==> config.mk <==
export PLATFORM = sky130hd
export DESIGN_NAME = dpms_sequencer
export DESIGN_NICKNAME = d
export VERILOG_FILES = /design/src/common/dpms_pkg.sv /design/src/logic/dpms_sequencer.sv
export SDC_FILE = /design/constraint.sdc
export NUM_CORES = 1
export LEC_CHECK = 0
export CELL_PAD_IN_SITES_DETAIL_PLACEMENT = 1
export CELL_PAD_IN_SITES_GLOBAL_PLACEMENT = 1
export CORE_UTILIZATION = 49
export DETAILED_ROUTE_END_ITERATION = 7
export DONT_BUFFER_PORTS = 1
export PLACE_DENSITY_LB_ADDON = 0.1
export SLEW_MARGIN = 20
export SYNTH_ARGS = -nofsm -noshare
export SYNTH_HDL_FRONTEND = slang
export SYNTH_SLANG_ARGS = --single-unit
export TNS_END_PERCENT = 10
==> constraint.sdc <==
create_clock -name pclk -period 3.85 [get_ports pclk]
set_input_delay 0 -clock pclk [delete_from_list [all_inputs] [get_ports pclk]]
set_output_delay 0 -clock pclk [all_outputs]
set_load 0.01 [all_outputs]
==> src/common/dpms_pkg.sv <==
// package for the dram page-mode sequencer: register map, field layout, codes, timing
// assumes a 100 MHz pclk and a 32-bit apb master
package dpms_pkg;

   // apb register byte offsets
   localparam logic [11:0] DPMS_OFF_CONFIG = 12'h000;
   localparam logic [11:0] DPMS_OFF_TIMING = 12'h004;
   localparam logic [11:0] DPMS_OFF_STATUS = 12'h008;

   // config register fields (system_module_config_reg)
   localparam int DPMS_CFG_W        = 9;
   localparam int DPMS_CFG_MODE0    = 0;   // [1:0] bank 0 page mode
   localparam int DPMS_CFG_MODE1    = 2;   // [3:2] bank 1 page mode
   localparam int DPMS_CFG_PORT0    = 4;   // [5:4] bank 0 port width
   localparam int DPMS_CFG_PORT1    = 6;   // [7:6] bank 1 port width
   localparam int DPMS_CFG_LOCK     = 8;   // bus_lock_bit
   localparam logic [DPMS_CFG_W-1:0] DPMS_CFG_RESET = 9'h000;

   // dram_timing_reg: extra wait clocks before each acknowledge
   localparam int DPMS_TIM_W = 2;
   localparam logic [DPMS_TIM_W-1:0] DPMS_TIM_RESET = 2'h0;

   // page modes
   localparam logic [1:0] DPMS_MODE_NORMAL = 2'h0;
   localparam logic [1:0] DPMS_MODE_FAST   = 2'h1;
   localparam logic [1:0] DPMS_MODE_BURST  = 2'h2;

   // port width codes
   localparam logic [1:0] DPMS_PORT_32 = 2'h0;
   localparam logic [1:0] DPMS_PORT_8  = 2'h1;
   localparam logic [1:0] DPMS_PORT_16 = 2'h2;

   // operand_width_code values
   localparam logic [1:0] DPMS_SZ_LONG = 2'h0;
   localparam logic [1:0] DPMS_SZ_BYTE = 2'h1;
   localparam logic [1:0] DPMS_SZ_WORD = 2'h2;
   localparam logic [1:0] DPMS_SZ_LINE = 2'h3;

   // address multiplexing
   localparam int DPMS_ROW_LSB   = 9;
   localparam int DPMS_MUX_W     = 19;
   localparam int DPMS_BANK_BIT  = 27;

   // ras precharge: rising edges between ras negation and the next start
   localparam int DPMS_GAP_EDGES = 2;
   localparam logic [1:0] DPMS_GAP_LOAD = 2'(DPMS_GAP_EDGES - 1);

   typedef enum logic [5:0] {
      DPMS_IDLE  = 6'h01,
      DPMS_PRECH = 6'h02,
      DPMS_ROW   = 6'h04,
      DPMS_COL   = 6'h08,
      DPMS_WAIT  = 6'h10,
      DPMS_ACK   = 6'h20
   } dpms_state_t;

   typedef struct packed {
      logic        valid;
      logic        write;
      logic        ext_master;
      logic [1:0]  size;
      logic [27:0] addr;
      logic [31:0] wdata;
   } dpms_req_t;

   typedef struct packed {
      logic [DPMS_MUX_W-1:0] mux_addr;
      logic                  transfer_start_n;
      logic                  memory_write_low;
      logic [1:0]            operand_width_code;
      logic [31:0]           dq_o;
      logic                  dq_oe;
      logic                  bus_oe;
   } dpms_pins_t;

endpackage : dpms_pkg

==> src/logic/dpms_sequencer.sv <==
// dram page-mode sequencer: fast page and burst page ras/cas sequencing, apb registers
// assumes core requests on pclk, dram data and bus grant arriving from pins
//
// Contract
// - external master in fast mode uses burst mode
// - first edge: row address (column address on a fast-mode page hit), start strobe, ras
// - second edge: strobe off, column address, cas
// - third edge: acknowledge, completes next edge
// - fast mode end: drop ack, cas; hold ras
// - idle grant loss unlocked: release bus, close ras
// - burst mode pages only operand-wider-than-port bursts
// - burst mode closes page after burst
// - burst mode non-burst runs as normal mode
// - reads and writes differ only in driver
// - burst three then two clocks, timing adds waits
// - non-burst in burst mode takes three clocks
// - width code in first clock, write data second
// - write-low indicator driven from first clock
// - between beats drop cas, next column, data
// - last beat drops ack, cas and, outside fast mode, ras; release data
// - two edges after ras close before restart; a fast-mode page miss restarts after one edge
// - read data captured edge after acknowledge
// - locked bus keeps ras and bus driven
`timescale 1ns/1ps
module dpms_sequencer
   import dpms_pkg::*;
(
   // clock, reset, enable
   input  wire logic        pclk,
   input  wire logic        presetn,
   input  wire logic        ce,
   // apb slave
   input  wire logic        psel,
   input  wire logic        penable,
   input  wire logic        pwrite,
   input  wire logic [11:0] paddr,
   input  wire logic [31:0] pwdata,
   output logic      [31:0] prdata,
   output logic             pready,
   output logic             pslverr,
   // core / external master request side
   input  wire dpms_req_t   req,
   output logic             req_taken,
   output logic             xfer_ack,
   output logic             done,
   output logic      [31:0] rdata,
   // dram and bus pins
   output dpms_pins_t       pins,
   output logic      [1:0]  ras_n,
   output logic      [3:0]  cas_n,
   input  wire logic [31:0] dq_i,
   input  wire logic        bus_grant_input_n,
   output logic             bus_driven_flag_n
);

   typedef struct packed {
      dpms_state_t           fsm;
      logic [DPMS_CFG_W-1:0] cfg;
      logic [DPMS_TIM_W-1:0] tim;
      logic                  pready;
      logic                  pslverr;
      logic [31:0]           prdata;
      logic                  gnt_meta;
      logic                  gnt;
      logic                  owned;
      logic                  locked;
      logic [1:0]            page_open;
      logic [DPMS_MUX_W-1:0] open_row0;
      logic [DPMS_MUX_W-1:0] open_row1;
      logic                  bank;
      logic                  write;
      logic                  keep_open;
      logic [1:0]            port;
      logic [DPMS_MUX_W-1:0] row;
      logic [8:0]            col;
      logic [4:0]            beats_left;
      logic [DPMS_TIM_W-1:0] wait_cnt;
      logic [1:0]            gap;
      logic [31:0]           sh;
      logic [31:0]           rdata;
      logic                  req_taken;
      logic                  ack;
      logic                  done;
      logic [1:0]            ras_first;
      logic [1:0]            ras_second;
      logic                  cas_first;
      logic                  cas_second;
      dpms_pins_t            pins;
   } dpms_core_t;

   dpms_core_t s_reg;
   dpms_core_t s_next;

   // decoded request attributes
   logic                  req_bank;
   logic [1:0]            req_mode;
   logic [1:0]            eff_mode;
   logic [1:0]            req_port;
   logic [2:0]            op_lg;
   logic [2:0]            port_lg;
   logic                  req_burst;
   logic [4:0]            req_beats;
   logic [DPMS_MUX_W-1:0] req_row;
   logic                  req_hit;
   logic                  release_now;
   logic [3:0]            lane_mask;
   logic [7:0]            port_bytes;

   always_comb begin
      req_bank  = req.addr[DPMS_BANK_BIT];
      req_mode  = req_bank ? s_reg.cfg[DPMS_CFG_MODE1 +: 2] : s_reg.cfg[DPMS_CFG_MODE0 +: 2];
      req_port  = req_bank ? s_reg.cfg[DPMS_CFG_PORT1 +: 2] : s_reg.cfg[DPMS_CFG_PORT0 +: 2];
      // external masters never get fast page mode
      eff_mode  = (req_mode == DPMS_MODE_FAST && req.ext_master) ? DPMS_MODE_BURST
                                                                 : req_mode;
      unique case (req.size)
         DPMS_SZ_LONG: op_lg = 3'h2;
         DPMS_SZ_BYTE: op_lg = 3'h0;
         DPMS_SZ_WORD: op_lg = 3'h1;
         default:      op_lg = 3'h4;
      endcase
      unique case (req_port)
         DPMS_PORT_8:  port_lg = 3'h0;
         DPMS_PORT_16: port_lg = 3'h1;
         default:      port_lg = 3'h2;
      endcase
      req_burst = op_lg > port_lg;
      req_beats = req_burst ? 5'(5'h01 << (op_lg - port_lg)) : 5'h01;
      req_row   = req.addr[27:DPMS_ROW_LSB];
      req_hit   = eff_mode == DPMS_MODE_FAST && s_reg.page_open[req_bank]
                  && (req_bank ? s_reg.open_row1 : s_reg.open_row0) == req_row;
      release_now = s_reg.owned && !s_reg.gnt && !s_reg.locked
                    && s_reg.fsm == DPMS_IDLE;
      unique case (s_reg.port)
         DPMS_PORT_8:  lane_mask = 4'h1;
         DPMS_PORT_16: lane_mask = 4'h3;
         default:      lane_mask = 4'hF;
      endcase
      unique case (s_reg.port)
         DPMS_PORT_8:  port_bytes = 8'h01;
         DPMS_PORT_16: port_bytes = 8'h02;
         default:      port_bytes = 8'h04;
      endcase
   end

   always_comb begin
      s_next           = s_reg;
      s_next.req_taken = 1'b0;
      s_next.done      = 1'b0;
      s_next.pready    = 1'b0;
      s_next.pslverr   = 1'b0;

      // apb: one wait state, registered answer
      if (psel && penable && !s_reg.pready) begin
         s_next.pready = 1'b1;
         s_next.prdata = 32'h0000_0000;
         unique case (paddr)
            DPMS_OFF_CONFIG: begin
               if (pwrite) s_next.cfg = pwdata[DPMS_CFG_W-1:0];
               else s_next.prdata = {23'h000000, s_reg.cfg};
            end
            DPMS_OFF_TIMING: begin
               if (pwrite) s_next.tim = pwdata[DPMS_TIM_W-1:0];
               else s_next.prdata = {30'h00000000, s_reg.tim};
            end
            DPMS_OFF_STATUS: begin
               if (!pwrite) s_next.prdata = {14'h0000, s_reg.page_open, s_reg.locked,
                                             s_reg.owned, 6'h00, 2'(s_reg.fsm == DPMS_IDLE),
                                             s_reg.fsm};
            end
            default: s_next.pslverr = 1'b1;
         endcase
      end

      // bus grant synchroniser and arbitration
      s_next.gnt_meta = !bus_grant_input_n;
      s_next.gnt      = s_reg.gnt_meta;
      s_next.locked   = s_reg.cfg[DPMS_CFG_LOCK] && (s_reg.gnt || s_reg.locked);
      if (release_now) begin
         s_next.owned       = 1'b0;
         s_next.pins.bus_oe = 1'b0;
         s_next.ras_first   = 2'b00;
         s_next.ras_second  = 2'b00;
         s_next.page_open   = 2'b00;
         s_next.gap         = DPMS_GAP_LOAD;
      end else if (!s_reg.owned && s_reg.gnt) begin
         s_next.owned       = 1'b1;
         s_next.pins.bus_oe = 1'b1;
      end

      unique case (s_reg.fsm)
         DPMS_IDLE: begin
            s_next.ras_first  = s_next.ras_second;
            s_next.cas_first  = 1'b0;
            s_next.cas_second = 1'b0;
            if (s_reg.gap != 2'h0) begin
               s_next.gap = s_reg.gap - 2'h1;
            end else if (req.valid && s_reg.owned && !release_now) begin
               s_next.req_taken  = 1'b1;
               s_next.bank       = req_bank;
               s_next.write      = req.write;
               s_next.port       = req_port;
               s_next.row        = req_row;
               s_next.col        = req.addr[8:0];
               s_next.beats_left = req_beats;
               s_next.sh         = req.wdata;
               s_next.rdata      = 32'h0000_0000;
               // fast mode keeps its page; burst and normal close after the transfer
               s_next.keep_open  = eff_mode == DPMS_MODE_FAST;
               s_next.pins.memory_write_low   = !req.write;
               s_next.pins.operand_width_code = req.size;
               if (s_reg.page_open[req_bank] && !req_hit) begin
                  s_next.fsm = DPMS_PRECH;
                  s_next.ras_first[req_bank]  = 1'b0;
                  s_next.ras_second[req_bank] = 1'b0;
                  s_next.page_open[req_bank]  = 1'b0;
               end else begin
                  s_next.fsm = DPMS_ROW;
                  s_next.pins.transfer_start_n = 1'b0;
                  s_next.pins.mux_addr = req_hit ? {10'h000, req.addr[8:0]} : req_row;
                  s_next.ras_second[req_bank] = 1'b1;
                  s_next.page_open[req_bank]  = 1'b1;
                  if (req_bank) s_next.open_row1 = req_row;
                  else s_next.open_row0 = req_row;
               end
            end
         end
         DPMS_PRECH: begin
            s_next.fsm = DPMS_ROW;
            s_next.pins.transfer_start_n = 1'b0;
            s_next.pins.mux_addr = s_reg.row;
            s_next.ras_second[s_reg.bank] = 1'b1;
            s_next.page_open[s_reg.bank]  = 1'b1;
            if (s_reg.bank) s_next.open_row1 = s_reg.row;
            else s_next.open_row0 = s_reg.row;
         end
         DPMS_ROW: begin
            s_next.fsm = DPMS_COL;
            s_next.pins.transfer_start_n = 1'b1;
            s_next.pins.mux_addr  = {10'h000, s_reg.col};
            s_next.ras_first      = s_reg.ras_second;
            s_next.cas_second     = 1'b1;
            s_next.pins.dq_oe     = s_reg.write;
            s_next.pins.dq_o      = s_reg.sh;
         end
         DPMS_COL, DPMS_WAIT: begin
            s_next.cas_first = 1'b1;
            // one wait cycle per timing count before the acknowledge
            if (s_reg.fsm == DPMS_COL && s_reg.tim != 2'h0) begin
               s_next.fsm      = DPMS_WAIT;
               s_next.wait_cnt = s_reg.tim - 2'h1;
            end else if (s_reg.fsm == DPMS_WAIT && s_reg.wait_cnt != 2'h0) begin
               s_next.wait_cnt = s_reg.wait_cnt - 2'h1;
            end else begin
               s_next.fsm = DPMS_ACK;
               s_next.ack = 1'b1;
            end
         end
         DPMS_ACK: begin
            s_next.ack = 1'b0;
            if (!s_reg.write) begin
               unique case (s_reg.port)
                  DPMS_PORT_8:  s_next.rdata = {s_reg.rdata[23:0], dq_i[31:24]};
                  DPMS_PORT_16: s_next.rdata = {s_reg.rdata[15:0], dq_i[31:16]};
                  default:      s_next.rdata = dq_i;
               endcase
            end
            s_next.cas_first = 1'b0;
            if (s_reg.beats_left > 5'h01) begin
               s_next.fsm        = DPMS_COL;
               s_next.beats_left = s_reg.beats_left - 5'h01;
               s_next.cas_second = 1'b1;
               s_next.col        = s_reg.col + {1'b0, port_bytes};
               s_next.pins.mux_addr = {10'h000, s_next.col};
               unique case (s_reg.port)
                  DPMS_PORT_8:  s_next.sh = {s_reg.sh[23:0], s_reg.sh[31:24]};
                  DPMS_PORT_16: s_next.sh = {s_reg.sh[15:0], s_reg.sh[31:16]};
                  default:      s_next.sh = s_reg.sh;
               endcase
               s_next.pins.dq_o = s_next.sh;
            end else begin
               s_next.fsm        = DPMS_IDLE;
               s_next.done       = 1'b1;
               s_next.cas_second = 1'b0;
               s_next.pins.dq_oe = 1'b0;
               if (!s_reg.keep_open) begin
                  s_next.ras_first[s_reg.bank]  = 1'b0;
                  s_next.ras_second[s_reg.bank] = 1'b0;
                  s_next.page_open[s_reg.bank]  = 1'b0;
                  s_next.gap = DPMS_GAP_LOAD;
               end  // fast mode leaves ras set here
            end
         end
         default: s_next.fsm = DPMS_IDLE;
      endcase
   end

   always_ff @(posedge pclk or negedge presetn) begin
      if (!presetn) begin
         s_reg                         <= '0;
         s_reg.fsm                     <= DPMS_IDLE;
         s_reg.cfg                     <= DPMS_CFG_RESET;
         s_reg.tim                     <= DPMS_TIM_RESET;
         s_reg.pins.transfer_start_n   <= 1'b1;
         s_reg.pins.memory_write_low   <= 1'b1;
      end else if (ce) begin
         s_reg <= s_next;
      end
   end

   // ras/cas pins change on both edges: a posedge and a negedge flop per pin,
   // xored, so the pin takes the first-half value at the rise and the
   // second-half value at the fall
   logic [5:0] rise_tog;
   logic [5:0] fall_tog;
   logic [5:0] first_next;
   logic [5:0] second_now;

   function automatic logic [3:0] lane_mask_next(input logic [1:0] p);
      lane_mask_next = (p == DPMS_PORT_8) ? 4'h1 : (p == DPMS_PORT_16) ? 4'h3 : 4'hF;
   endfunction : lane_mask_next

   assign first_next = {s_next.ras_first,
                        s_next.cas_first ? lane_mask_next(s_next.port) : 4'h0};
   assign second_now = {s_reg.ras_second, s_reg.cas_second ? lane_mask : 4'h0};

   for (genvar i = 0; i < 6; i++) begin : g_dual_edge
      always_ff @(posedge pclk or negedge presetn) begin
         if (!presetn) rise_tog[i] <= 1'b0;
         else if (ce) rise_tog[i] <= first_next[i] ^ fall_tog[i];
      end
      always_ff @(negedge pclk or negedge presetn) begin
         if (!presetn) fall_tog[i] <= 1'b0;
         else if (ce) fall_tog[i] <= second_now[i] ^ rise_tog[i];
      end
   end

   assign ras_n             = ~(rise_tog[5:4] ^ fall_tog[5:4]);
   assign cas_n             = ~(rise_tog[3:0] ^ fall_tog[3:0]);
   assign pins              = s_reg.pins;
   assign prdata            = s_reg.prdata;
   assign pready            = s_reg.pready;
   assign pslverr           = s_reg.pslverr;
   assign req_taken         = s_reg.req_taken;
   assign xfer_ack          = s_reg.ack;
   assign done              = s_reg.done;
   assign rdata             = s_reg.rdata;
   assign bus_driven_flag_n = !s_reg.owned;
endmodule : dpms_sequencer

### Word-level counts from Yosys, hierarchy flattened

Index checks and enable logic that the tools add are counted.

| word-level totals | value |
|---|---|
| flip-flop bits (word level) | 278 |
| input port bits | 148 |
| output and inout port bits | 133 |
| logic and storage cells | 271 |

| cells by class | value |
|---|---|
| $add $sub $neg | 6 |
| order comparisons | 6 |
| eq/ne operators | 32 |
| shift-type cells | 1 |
| muxes and demuxes | 89 |
| bitwise gates (word level) | 28 |
| reduce and logical (&&, ||, !) cells | 60 |

Operators with widths:

| kind | count |
|---|---|
| $mux 78 | 2 |
| $mux 19 | 7 |
| $pmux 66 s2 | 1 |
| $mux 65 | 2 |
| $pmux 32 s2 | 2 |
| $pmux 32 s3 | 1 |
| $pmux 19 s4 | 1 |
| $pmux 38 s2 | 1 |
| $pmux 33 s2 | 1 |
| $mux 32 | 2 |
| $mux 23 | 2 |
| $mux 38 | 1 |
| $mux 4 | 9 |
| $mux 34 | 1 |
| $mux 2 | 16 |
| $pmux 6 s5 | 1 |
| $pmux 14 s2 | 1 |
| $mux 6 | 4 |
| $ne 2x2->1 const B | 11 |
| $mux 21 | 1 |
| $mux 20 | 1 |
| $reduce_and 4->1 | 5 |
| $eq 19x19->1 | 1 |
| $mux 18 | 1 |
| other kinds (57) | 147 |

### Logic depth before layout (Yosys ltp)

| depth | value |
|---|---|
| depth after elaboration | 18 |
| depth in mapped cells | 14 |
| gate-level depth less buffers | 12 |

==> metrics.csv <==
stage,metric,value,unit
timing,hold_viol,252,
cts,clock_latency,0.57,ns
finish,syn2layout_area_growth,13.7,%
power_and_ir_drop,combPwrFrac,0.307,
synth,synthTopCellsByCount,"dfrtp_1, a21oi_1, nand2_1",
synth,netlist_area,14800,um2
global_routing,grt_pass1_wl,69900,um
synth,yosysMostFrequentCell,dfrtp_1,
outcome,violations,hold timing,
global_routing,antenna_found_initial,1,
outcome,outcome,"finished, violations left",
finish,largest_reg_flops,138,
power_and_ir_drop,p_int,7.08,mW
critical_path,crit_arrival,4.02,ns
synth,synth_top_area_frac,0.421,
critical_path,r2r-start,s_reg[167]$_DFFE_PN0P_,
place,io_buffers,0,
synth,synth_area_per_cell,9.08,um2
critical_path,cp-start-kind,input pin,
power_and_ir_drop,p_sw_frac,0.373,
synth,ys_top_cells_by_area,"dfrtp_1, buf_4, mux2_2",
timing,period_minus_slack,3.51,ns
route,route.antenna.remaining_nets,0,
timing,clock.fmax,0.285,GHz
timing,fin_skew,0.0245,ns
cts,htree_num_levels,1,
power_and_ir_drop,p_sw,4.22,mW
critical_path,required,4.36,ns
global_routing,first_global_vias,12700,
timing,tightestPinTransition,0.856,ns
die,fp.coreArea,29700,um2
route,drtIter0Drc,628,
synth,synth_ff_type,dfrtp_1,
cts,cts_root_buf,clkbuf_16,
synth,ys_types,74,
route,via_per_inst,5.97,
timing,drv_slew,0,
synth,synth-seq-cells,258,
cts,cts_tree,built,
place,dp.cells,1828,
timing,setup_tns,0,ns
synth,synthCells,1631,
cts,cts_buffers,30,
synth,synth-edff-count,0,
die,die_x,176,um
die,pin_count,281,
route,dr.pass1.iters,5,
worst_hold_path,hold_path_class,input pin to asynchronous set/reset pin,
cts,postCtsSetupBuffers,0,
global_routing,grtUsageTotal,0.281,
cts,ctsResizeCount,0,
power_and_ir_drop,clkPwrFrac,0.284,
global_routing,grt_start_max_net_pins,259,
timing,hold-worst-slack,-0.876,ns
place,gp_congestion,0.832,
die,die_h,176,um
route,drcViolationCount,0,
global_routing,grt_overflow,0,
critical_path,critPathLaunch,paddr[10],
power_and_ir_drop,vdd_drop_max,432,uV
power_and_ir_drop,power-per-cell-area,671,nW/um2
place,hpwl,27100,um
synth,yosysTopAreaCell,dfrtp_1,
route,routedWlPerCell,21.4,um
cts,cts.path.max_buffers,3,
die,die-area,30900,um2
timing,min_period_over_period,0.913,
synth,yosys_warnings,0,
synth,yosysSeqAreaShare,0.436,
finish,drive_gt1_frac,0.113,
cts,clkTransAtPathRegs,0.06,ns
finish,fin_cells,2031,
power_and_ir_drop,cellLeakagePower,6.99,nW
synth,ys_async_sr_fraction,1.00,
timing,relSlewSlack,0.427,
die,rows,63,
timing,rsz0062_at_grt,false,
route,routed-via-count,12100,
power_and_ir_drop,sequentialPowerShare,0.408,
die,initial_core_util,0.498,
critical_path,cp-end-kind,flop,
finish,nets,1778,
cts,clock_sinks,258,
flow_run,max_cap_violations,0,
critical_path,critPathMaxFanout,10,
timing,finalSetupViolCount,0,
critical_path,setup.worst_path.class,input pin to flop,
route,routed_wl,43500,um
cts,holdBufCountCts,146,
power by group through the flow:
stage | Clock [mW] | Sequential, mW | Combinational, mW
6_report | 3.21 | 4.61 | 3.47
5_1_grt | 3.38 | 4.73 | 3.86
4_1_cts | 3.27 | 4.60 | 3.47
3_5_place_dp | 0 | 4.63 | 3.30
3_3_place_gp | 0 | 4.59 | 3.16
2_1_floorplan | 0 | 4.12 | 3.14
routing by layer:
layer / track usage / part of all wire / vias to the layer above
li1: - / - / 5648
met3: 0.0489 / 0.053 / 67
met2: 0.453 / 0.46 / 305
met1: 0.389 / 0.46 / 6099
met4: 0.0761 / 0.022 / 0
met5: 0 / 0 / -
metrics by stage:
step	setup slack, ns	hold WS (ns)	cell area (um2)	total power [mW]	utilization
3_3_place_gp	0.654	-0.288	14200	7.75	0.479
5_1_grt	0.0956	-0.895	16800	12.0	0.566
3_5_place_dp	0.602	-0.290	14200	7.93	0.479
6_report	0.335	-0.876	16800	11.3	0.567
2_1_floorplan	0.118	-0.296	14900	7.26	-
4_1_cts	0.405	-0.895	16800	11.3	0.566
cells in the final DEF, fill, tap and decap left out, types with 6 or more instances in the layout:
cell             n
a21oi_1        181
clkbuf_8        12
clkbuf_16       31
nor4_1          11
a22oi_1         73
buf_4           23
nand2b_1         6
nand2_1        175
dfrtp_1        249
xnor2_1         29
o31ai_1         37
a22o_1          29
a31oi_1          9
dfrtn_1          6
o21ai_0        116
xor2_1           8
o211ai_1        12
a211oi_1         6
ha_1            10
mux2i_1         29
mux2_2          81
inv_1           29
dlygate4sd3_1  145
conb_1          19
nor2_1         156
nand3_1         19
a311oi_1         6
nor2b_1         10
nor3_1          16
path summary, 6_finish.rpt:
kind                                            to  slack, ns  cells after the start
setup / recovery            s_reg[260]$_DFFE_PN0P_       0.34                     12
hold / removal               prdata[7]$_DFFE_PN0P_      -0.88                      0
setup reg to reg           fall_tog[3]$_DFFE_NN0P_       0.60                      5
hold reg to reg             s_reg[190]$_DFFE_PN0P_       0.47                      1
max in group asynchronous  fall_tog[1]$_DFFE_NN0P_       2.62                      0
min in group pclk           s_reg[134]$_DFFE_PN0P_       0.03                      5
cells by family (layout without fill, tap and decap cells):
logic type	after synthesis	in the layout	share of synthesized area
AND/OR/NAND/NOR	432	432	0.129
AO/OA/AOI/OAI	510	510	0.213
buffers and inverters	264	255	0.100
adder cells (fa/ha/maj)	14	14	0.0128
multiplexers	115	115	0.0863
XOR/XNOR	37	37	0.0219
other	1	20	0.000253
flip-flops	258	258	0.436
area by class of cell:
type / count / area, um2
Tap cell: 390 / 488
Clock buffer: 46 / 952
Timing Repair Buffer: 170 / 1660
Multi-Input combinational cell: 1127 / 6980
Sequential cell: 258 / 6460
Inverter: 29 / 109
Clock inverter: 10 / 180
Fill cell: 3289 / 12900
Antenna cell: 1 / 2.50
worst max-delay path, stage by stage:
cell	delay, ns
dlygate4sd3_1	0.54
nor2_1	0.09
dlygate4sd3_1	0.55
nand3_1	0.09
dlygate4sd3_1	0.60
or2_2	0.32
nor2_1	0.11
and3_1	0.44
nand2_1	0.10
dlygate4sd3_1	0.56
o21ai_0	0.06
dlygate4sd3_1	0.56
Power figures use the tool's default switching activity.
